### src/logic/isam_pkg.sv
package isam_pkg;
   // ----------------------------------------------------------------
   // register map (byte addresses)
   // ----------------------------------------------------------------
   localparam logic [11:0] ADDR_STATUS   = 12'h000;
   localparam logic [11:0] ADDR_CTRL_ONE = 12'h004;
   localparam logic [11:0] ADDR_FLAG     = 12'h008;
   localparam logic [11:0] ADDR_ENABLE   = 12'h00C;
   localparam logic [11:0] ADDR_CPU      = 12'h010;
   localparam logic [11:0] ADDR_TIMED_INTR_DISABLE_INSTR     = 12'h014;
   localparam logic [11:0] ADDR_PRIO0    = 12'h040;
   // ----------------------------------------------------------------
   // status and control one register fields
   // ----------------------------------------------------------------
   localparam int BIT_REQ_UNACKED = 15;
   localparam int BIT_VECTOR_HOLD_SELECT       = 13;
   localparam int POS_LEVEL       = 8;
   localparam int BIT_NEST_DIS    = 15;
   localparam int BIT_TRAP_FLAG   = 0;
   // ----------------------------------------------------------------
   // reset values and constants
   // ----------------------------------------------------------------
   localparam logic [2:0] PRIO_RESET   = 3'h4;
   localparam logic [3:0] LEVEL_USER_MAX = 4'h7;
   localparam logic [3:0] LEVEL_TIMED_INTR_DISABLE_INSTR_MAX = 4'h6;
   localparam logic [3:0] LEVEL_TRAP   = 4'h8;
   localparam logic [6:0] VEC_USER_BASE = 7'h04;
   localparam int         TIMED_INTR_DISABLE_INSTR_CYCLES_DEF = 16;

   typedef struct packed {
      logic [6:0] vec_code;
      logic [3:0] level;
      logic       valid;
   } isam_pick_t;
endpackage

### src/logic/isam_top.sv
// Function
// - flag request held back by cpu priority
// - hold set: vector shows highest pending
// - hold clear: vector keeps last acknowledged
// - cpu level shown at bits 11-8
// - vector code is number plus four
// - bits 12 and 7 read zero
// - reset sets source priorities to four
// - nesting disable blocks preemption by user sources, not by traps
// - request needs flag, enable, nonzero priority
// - flag still set retakes after return
// - return restores previous cpu level
// - trap retaken until its flag cleared
// - level seven blocks all user sources
// - traps masked only by cpu level eight or above
// - timed disable masks levels one to six
// - acknowledge only strictly above cpu level
// - priority zero disables, seven highest
//
// Added by the designer: the register offsets and register access over APB.
`timescale 1ns/1ps
module isam_top #(
   parameter int N_SRC   = 8,
   parameter int TIMED_INTR_DISABLE_INSTR_CW = 16
) (
   input  wire logic        sys_clk,
   input  wire logic        rst,
   input  wire logic        psel,
   input  wire logic        penable,
   input  wire logic        pwrite,
   input  wire logic [11:0] paddr,
   input  wire logic [31:0] pwdata,
   output logic [31:0]      prdata,
   output logic             pready,
   output logic             pslverr,
   input  wire logic        cpu_ack,
   input  wire logic        cpu_return,
   output logic             irq_req,
   output logic [6:0]       irq_vec_code,
   output logic [3:0]       irq_level,
   output logic [3:0]       cpu_level_out
);
   // ----------------------------------------------------------------
   // state
   // ----------------------------------------------------------------
   logic [N_SRC-1:0]   flag_reg,   flag_next;
   logic [N_SRC-1:0]   en_reg,     en_next;
   logic [3*N_SRC-1:0] prio_reg,   prio_next;
   logic               vector_hold_select_reg,  vector_hold_select_next;
   logic               nest_reg,   nest_next;
   logic               trap_reg,   trap_next;
   logic [3:0]         level_reg,  level_next;
   logic [3:0]         saved_reg,  saved_next;
   logic               busy_reg,   busy_next;
   logic [6:0]         last_reg,   last_next;
   logic [31:0]        rdata_reg,  rdata_next;
   logic               ready_reg,  ready_next;
   logic               err_reg,    err_next;
   logic               irq_reg,    irq_next;
   logic [6:0]         ivec_reg,   ivec_next;
   logic [3:0]         ilvl_reg,   ilvl_next;
   logic               unack_reg,  unack_next;

   logic [N_SRC-1:0]   req_vec;
   isam_pkg::isam_pick_t pick_u, pick;
   logic               timed_intr_disable_instr_on, timed_intr_disable_instr_start;
   logic               wr_en, rd_en;
   logic               allowed;

   function automatic logic [31:0] wzx(input logic [15:0] v);
      wzx = {16'h0000, v};
   endfunction

   // source priority window: one word per source
   function automatic logic prio_hit(input logic [11:0] a);
      prio_hit = (a >= isam_pkg::ADDR_PRIO0) && (a < isam_pkg::ADDR_PRIO0 + 12'(4 * N_SRC));
   endfunction

   // bit offset of a source's field within prio_reg
   function automatic int prio_base(input logic [11:0] a);
      prio_base = 3 * int'((a - isam_pkg::ADDR_PRIO0) >> 2);
   endfunction

   // ----------------------------------------------------------------
   // request selection
   // ----------------------------------------------------------------
   // a source with priority zero is off and never counts as pending
   always_comb
   begin
      for (int i = 0; i < N_SRC; i++)
         req_vec[i] = flag_reg[i] && en_reg[i] && prio_reg[3*i +: 3] != 3'h0;
   end

   isam_arbiter #(.N_SRC(N_SRC)) u_arb (
      .req_vec  (req_vec),
      .prio_vec (prio_reg),
      .pick     (pick_u)
   );

   isam_timed_intr_disable_instr_timer #(.CW(TIMED_INTR_DISABLE_INSTR_CW)) u_timed_intr_disable_instr (
      .sys_clk (sys_clk),
      .rst     (rst),
      .start   (timed_intr_disable_instr_start),
      .count   (pwdata[TIMED_INTR_DISABLE_INSTR_CW-1:0]),
      .active  (timed_intr_disable_instr_on)
   );

   always_comb
   begin
      pick = pick_u;
      if (trap_reg)
      begin
         pick.valid    = 1'b1;
         pick.level    = isam_pkg::LEVEL_TRAP;
         pick.vec_code = 7'h00;
      end
   end

   // prio zero never qualifies since level must exceed cpu level >= 0
   always_comb
   begin
      allowed = pick.valid && (pick.level > level_reg);
      if (timed_intr_disable_instr_on && pick.level <= isam_pkg::LEVEL_TIMED_INTR_DISABLE_INSTR_MAX)
         allowed = 1'b0;
      if (nest_reg && busy_reg && pick.level < isam_pkg::LEVEL_TRAP)
         allowed = 1'b0;
   end

   assign wr_en      = psel && penable && pwrite;
   assign rd_en      = psel && penable && !pwrite;
   assign timed_intr_disable_instr_start = wr_en && paddr == isam_pkg::ADDR_TIMED_INTR_DISABLE_INSTR;

   // ----------------------------------------------------------------
   // next state
   // ----------------------------------------------------------------
   always_comb
   begin
      flag_next  = flag_reg;
      en_next    = en_reg;
      prio_next  = prio_reg;
      vector_hold_select_next = vector_hold_select_reg;
      nest_next  = nest_reg;
      trap_next  = trap_reg;
      level_next = level_reg;
      saved_next = saved_reg;
      busy_next  = busy_reg;
      last_next  = last_reg;
      rdata_next = 32'h0000_0000;
      ready_next = 1'b0;
      err_next   = 1'b0;
      if (psel && !penable)
         ready_next = 1'b1;
      if (wr_en)
      begin
         case (paddr)
            isam_pkg::ADDR_STATUS:   vector_hold_select_next = pwdata[isam_pkg::BIT_VECTOR_HOLD_SELECT];
            isam_pkg::ADDR_CTRL_ONE:
            begin
               // software may raise the trap flag to inject a trap; the handler clears it
               nest_next = pwdata[isam_pkg::BIT_NEST_DIS];
               trap_next = pwdata[isam_pkg::BIT_TRAP_FLAG];
            end
            isam_pkg::ADDR_FLAG:     flag_next  = pwdata[N_SRC-1:0];
            isam_pkg::ADDR_ENABLE:   en_next    = pwdata[N_SRC-1:0];
            isam_pkg::ADDR_CPU:      level_next = pwdata[3:0];
            isam_pkg::ADDR_TIMED_INTR_DISABLE_INSTR:     ;
            default:
            begin
               if (prio_hit(paddr))
                  prio_next[prio_base(paddr) +: 3] = pwdata[2:0];
               else
                  err_next = psel && !penable;
            end
         endcase
      end
      if (psel && !penable)
      begin
         case (paddr)
            isam_pkg::ADDR_STATUS:
               rdata_next = wzx({unack_reg, 1'b0, vector_hold_select_reg, 1'b0, level_reg, 1'b0,
                                 vector_hold_select_reg ? pick.vec_code : last_reg});
            isam_pkg::ADDR_CTRL_ONE: rdata_next = wzx({nest_reg, 14'h0000, trap_reg});
            isam_pkg::ADDR_FLAG:     rdata_next = 32'(flag_reg);
            isam_pkg::ADDR_ENABLE:   rdata_next = 32'(en_reg);
            isam_pkg::ADDR_CPU:      rdata_next = 32'(level_reg);
            isam_pkg::ADDR_TIMED_INTR_DISABLE_INSTR:     rdata_next = 32'(timed_intr_disable_instr_on);
            default:
            begin
               if (prio_hit(paddr))
                  rdata_next = 32'(prio_reg[prio_base(paddr) +: 3]);
               else
                  err_next = 1'b1;
            end
         endcase
      end
      // acknowledge: save level, raise to source level; flag stays set for retake
      if (cpu_ack && irq_reg)
      begin
         saved_next = level_reg;
         level_next = ilvl_reg;
         busy_next  = 1'b1;
         last_next  = ivec_reg;
      end
      else if (cpu_return)
      begin
         level_next = saved_reg;
         busy_next  = 1'b0;
      end
   end

   // request outputs: presented until acknowledged
   always_comb
   begin
      irq_next   = allowed && !(cpu_ack && irq_reg);
      ivec_next  = pick.vec_code;
      ilvl_next  = pick.level;
      unack_next = pick.valid && !allowed;
   end

   // ----------------------------------------------------------------
   // registers
   // ----------------------------------------------------------------
   always_ff @(posedge sys_clk)
   begin
      if (rst)
      begin
         flag_reg  <= '0;
         en_reg    <= '0;
         prio_reg  <= {N_SRC{isam_pkg::PRIO_RESET}};
         vector_hold_select_reg <= 1'b0;
         nest_reg  <= 1'b0;
         trap_reg  <= 1'b0;
         level_reg <= 4'h0;
         saved_reg <= 4'h0;
         busy_reg  <= 1'b0;
         last_reg  <= 7'h00;
         rdata_reg <= 32'h0000_0000;
         ready_reg <= 1'b0;
         err_reg   <= 1'b0;
         irq_reg   <= 1'b0;
         ivec_reg  <= 7'h00;
         ilvl_reg  <= 4'h0;
         unack_reg <= 1'b0;
      end
      else
      begin
         flag_reg  <= flag_next;
         en_reg    <= en_next;
         prio_reg  <= prio_next;
         vector_hold_select_reg <= vector_hold_select_next;
         nest_reg  <= nest_next;
         trap_reg  <= trap_next;
         level_reg <= level_next;
         saved_reg <= saved_next;
         busy_reg  <= busy_next;
         last_reg  <= last_next;
         rdata_reg <= rdata_next;
         ready_reg <= ready_next;
         err_reg   <= err_next;
         irq_reg   <= irq_next;
         ivec_reg  <= ivec_next;
         ilvl_reg  <= ilvl_next;
         unack_reg <= unack_next;
      end
   end

   assign prdata        = rdata_reg;
   assign pready        = ready_reg;
   assign pslverr       = err_reg;
   assign irq_req       = irq_reg;
   assign irq_vec_code  = ivec_reg;
   assign irq_level     = ilvl_reg;
   assign cpu_level_out = level_reg;
endmodule // isam_top

### src/logic/isam_arbiter.sv
`timescale 1ns/1ps
module isam_arbiter #(
   parameter int N_SRC = 8
) (
   input  wire logic [N_SRC-1:0]   req_vec,
   input  wire logic [3*N_SRC-1:0] prio_vec,
   output isam_pkg::isam_pick_t    pick
);
   // lowest index wins among equal priorities
   always_comb
   begin
      pick = '0;
      for (int i = N_SRC - 1; i >= 0; i--)
      begin
         if (req_vec[i] && ({1'b0, prio_vec[3*i +: 3]} >= pick.level || !pick.valid))
         begin
            pick.valid    = 1'b1;
            pick.level    = {1'b0, prio_vec[3*i +: 3]};
            pick.vec_code = 7'(i) + isam_pkg::VEC_USER_BASE;
         end
      end
   end
endmodule // isam_arbiter

### src/logic/isam_timed_intr_disable_instr_timer.sv
`timescale 1ns/1ps
module isam_timed_intr_disable_instr_timer #(
   parameter int CW = 16
) (
   input  wire logic          sys_clk,
   input  wire logic          rst,
   input  wire logic          start,
   input  wire logic [CW-1:0] count,
   output logic               active
);
   logic [CW-1:0] cnt_reg;
   logic [CW-1:0] cnt_next;

   always_comb
   begin
      cnt_next = cnt_reg;
      if (start)
         cnt_next = count;
      else if (cnt_reg != '0)
         cnt_next = cnt_reg - 1'b1;
   end

   always_ff @(posedge sys_clk)
   begin
      if (rst)
         cnt_reg <= '0;
      else
         cnt_reg <= cnt_next;
   end

   assign active = (cnt_reg != '0);
endmodule // isam_timed_intr_disable_instr_timer

### config.mk
export PLATFORM = sky130hd
export DESIGN_NAME = isam_top
export DESIGN_NICKNAME = d
export VERILOG_FILES = /design/src/logic/isam_pkg.sv /design/src/logic/isam_top.sv /design/src/logic/isam_arbiter.sv /design/src/logic/isam_timed_intr_disable_instr_timer.sv
export SDC_FILE = /design/constraint.sdc
export NUM_CORES = 1
export LEC_CHECK = 0
export ABC_AREA = 1
export BUFFER_PORTS_ARGS = -buffer_cell sky130_fd_sc_hd__buf_4
export CORE_ASPECT_RATIO = 1.25
export CORE_UTILIZATION = 59
export CTS_CLUSTER_DIAMETER = 40
export DETAILED_ROUTE_END_ITERATION = 8
export PLACE_DENSITY_LB_ADDON = 0.2
export SYNTH_ARGS = -nofsm -noshare
export SYNTH_HDL_FRONTEND = slang
export SYNTH_SLANG_ARGS = --single-unit
### constraint.sdc
create_clock -name sys_clk -period 10.4 [get_ports sys_clk]
set_input_delay 1.04 -clock sys_clk [delete_from_list [all_inputs] [get_ports sys_clk]]
set_output_delay 1.04 -clock sys_clk [all_outputs]
set_load 0.05 [all_outputs]
==> summary.md <==
| Metric | Value |
|---|---|
| Max reg flops | 24 |
| Clk_skew | 0.00978 ns |
| Post-synth top flop | dfxtp_1 |
| Rows | 46 |
| Top delay family on crit path | simple AND/OR/NAND/NOR gates |
| Hold path start | saved_reg[3] |
| Ys Warns | 0 |
| CP max stage delay | 0.32 ns |
| Largest net degree at the start of global routing | 51 |
| Sequential cell area | 1960 sq um |
| CP startpoint kind | flip-flop |
| Max_cap viols | 0 |
| Vias per cell | 5.70 |
| Mapped Area | 7720 sq um |
| Top cell by count, worst path | nand2_1 |
| PortBufs | 63 |
| Highest clock rate | 0.106 GHz |
| Reg-to-Reg End | unack_reg |
| Multi-input gate area | 4930 sq um |
| Antenna-violating nets left | 0 |
| Non-Filler Instances | 1468 |
| CTS tree | built |
| First-pass GRT wire length | 35600 um |
| WL/cell | 15.2 um |
| Setup TNS | 0 ns |
| Clock Tree Buf Depth | 2 |
| Met2 WL | 10900 um |
| Wire length on met3 | 1600 um |
| Cells after Synth | 1246 |
| Hold_ws | 0.468 ns |
| Initial antenna violation count | 0 |
| Critical Path Fanout Max | 8 |
| First drt pass iteration count | 6 |
| Hpwl dp | 17000 um |
| Synthesized area per cell | 6.20 sq um |
| Synth-to-Final Area Change | 11.3% |
| Hold path depth | 2 |
| # DRC | 0 |
| Bufs and invs on worst path | 10 |
| Critical-path top delay cell | dfxtp_1 |
| GRT Overall Usage | 0.327 |
| Nets | 1397 |
| Filler cells | 1230 |
| Setup CP Type | flip-flop to flip-flop |
| FF-to-FF Start | prio_reg[21] |
| Post-synth EDFFs | 0 |
| Placeable core area | 12700 sq um |
| Drt total wl | 22400 um |
| Hold Path End | saved_reg[3] |
| Clk root buf | clkbuf_16 |
| Slew HR | 0.308 |
| Highest metal used | met4 |
| Initial DRC Count | 636 |
| Reg2Reg Depth | 74 |
| Initial core utilization | 0.607 |
| Tmin final | 9.42 ns |
| H-tree Lvls | 3 |
| Layout cell share with drive strength beyond 1 | 0.101 |
| Worst path required time | 10.68 ns |
| Worst setup EP type | flip-flop |
| Die Width | 104 um |
| DRT met1 WL | 9030 um |
| Ant diodes | 0 |
| Number of global-route vias before repair | 7493 |
| Synth unique cells | 48 |
| Worst Hold Class | flip-flop to flip-flop |
| Fin util | 0.676 |
| CTS buffer count | 9 |
| Tightest Pin Transition | 1.03 ns |
| DR vias | 8373 |
| Power density over the cells | 143 nW/um^2 |
| Clk_lat worst skew | 0.35 ns |
| Pins Over Slew Limit | 0 |
| Die ar. | 13600 sq um |
| TritonCTS Sinks | 98 |
| Total grt overflow | 0 |
| Outcome | finished clean |
| Count of hold-fix buffers inserted at cts | 0 |
| Synth async-reset ratio | 0 |
| Reg2reg setup slack | 0.98 ns |
| Die Ht | 130 um |
| Static Leak | 4.00 nW |
| Max VDD drop | 138 uV |
| Final Cycle Share | 0.905 |
| Final GP Congestion | 0.995 |
| Final setup viols | 0 |
| Placed cell count | 1448 |
| Final hold viol count | 0 |
| Sequential fraction of the synthesis area | 0.254 |
| FF+latch count, synth | 98 |
| CP Data Arrival Time | 9.70 ns |
| IO Pins | 101 |
| Clock transition at path regs | 0.08 ns |
-- how the worst max path moves through the flow --
stage | slack (ns) | endpoint | depth (start not counted) | start
2_1_floorplan | 1.97 | irq_req | 73 | prio_reg[23]
3_3_place_gp | 0.82 | unack_reg | 73 | prio_reg[23]
3_5_place_dp | 0.62 | unack_reg | 74 | prio_reg[23]
4_1_cts | 0.52 | unack_reg | 72 | prio_reg[23]
5_1_grt | -0.03 | unack_reg | 72 | prio_reg[21]
6_report | 0.98 | unack_reg | 74 | prio_reg[21]
-- cell usage after synthesis (all sizes together), types with 12 or more instances --
master    n  share of area
nor2    159          0.083
nor3     23          0.015
nand3    96          0.068
o22ai    15          0.012
nand4    29          0.023
dfxtp    98           0.25
ha       50          0.081
nand2   300           0.15
o21ai    90          0.058
a21oi    79          0.051
buf      29          0.026
inv     167          0.081
clkbuf   22          0.011
xor2     12          0.015
-- metal layers --
metal | vias up | track usage
met5 | - | 0
met4 | 0 | 0.150
met3 | 59 | 0.0450
met2 | 383 | 0.586
met1 | 3772 | 0.390
li1 | 4159 | -
-- final cells by class --
class | count | area share
clock buffer | 9 | 0.0262
inverter | 171 | 0.0746
tap | 168 | 0.0244
timing repair buffer | 69 | 0.0602
multi-input combinational | 946 | 0.573
clock inverter | 7 | 0.0129
sequential | 98 | 0.228
-- worst register-to-register path: cells and delay by family (launching register included) --
| kind | cells | cell delay, ns |
|---|---|---|
| and+or+nand+nor | 35 | 3.47 |
| AOI/OAI and AO/OA | 21 | 2.64 |
| adders and majority gates | 8 | 2.15 |
| buffers and inverters | 10 | 0.72 |
| DFF | 1 | 0.32 |
-- cell usage in the layout (no fill, tap or decap), types with 9 or more instances in the layout --
cell type  instances
o21ai_0           81
dfxtp_1           98
inv_2              9
nor2_1           144
a22oi_1           10
nor3_1            23
nand4_1           29
inv_1            158
and2_1            10
nand2_2           11
ha_1              50
buf_4             69
o21ai_1            9
nand2_1          288
clkbuf_16          9
nand3_1           88
conb_1            21
xor2_1            11
o22ai_1           15
nor2_2            13
a21oi_1           79
-- stage by stage --
step / instance area, sq um / setup WS, ns / total power [W]
finish: 8600 / 0.985 / 0.00123
CTS: 8550 / 0.524 / 0.00123
global route: 8600 / -0.0307 / 0.00130
global placement: 8210 / 0.825 / 0.000843
detailed placement: 8210 / 0.620 / 0.000850
floorplan: 7800 / 1.97 / 0.000769
-- cell families (layout without fill, tap and decap cells) --
family          after synthesis  in the layout  synth area share
xor+xnor                     18             18            0.0214
fa+ha+maj                    51             51            0.0836
simple gates                628            628             0.355
buf+inv                     222            256             0.120
compound gates              228            228             0.165
flops                        98             98             0.254
other cells                   1             21          0.000486
-- where the power goes --
group / switching (W) / total, W / internal, W
registers: 0.0000235 / 0.000427 / 0.000403
clock network: 0.000169 / 0.000385 / 0.000216
logic: 0.000281 / 0.000421 / 0.000140
-- what timing repair did --
action | 4_1_cts | 5_1_grt
gates resized for setup | 0 | 11
setup buffers | 0 | 4
setup endpoints to repair | 0 | 6
hold endpoints to repair | 0 | 0
Note: power is estimated with default switching activity, not from simulation.
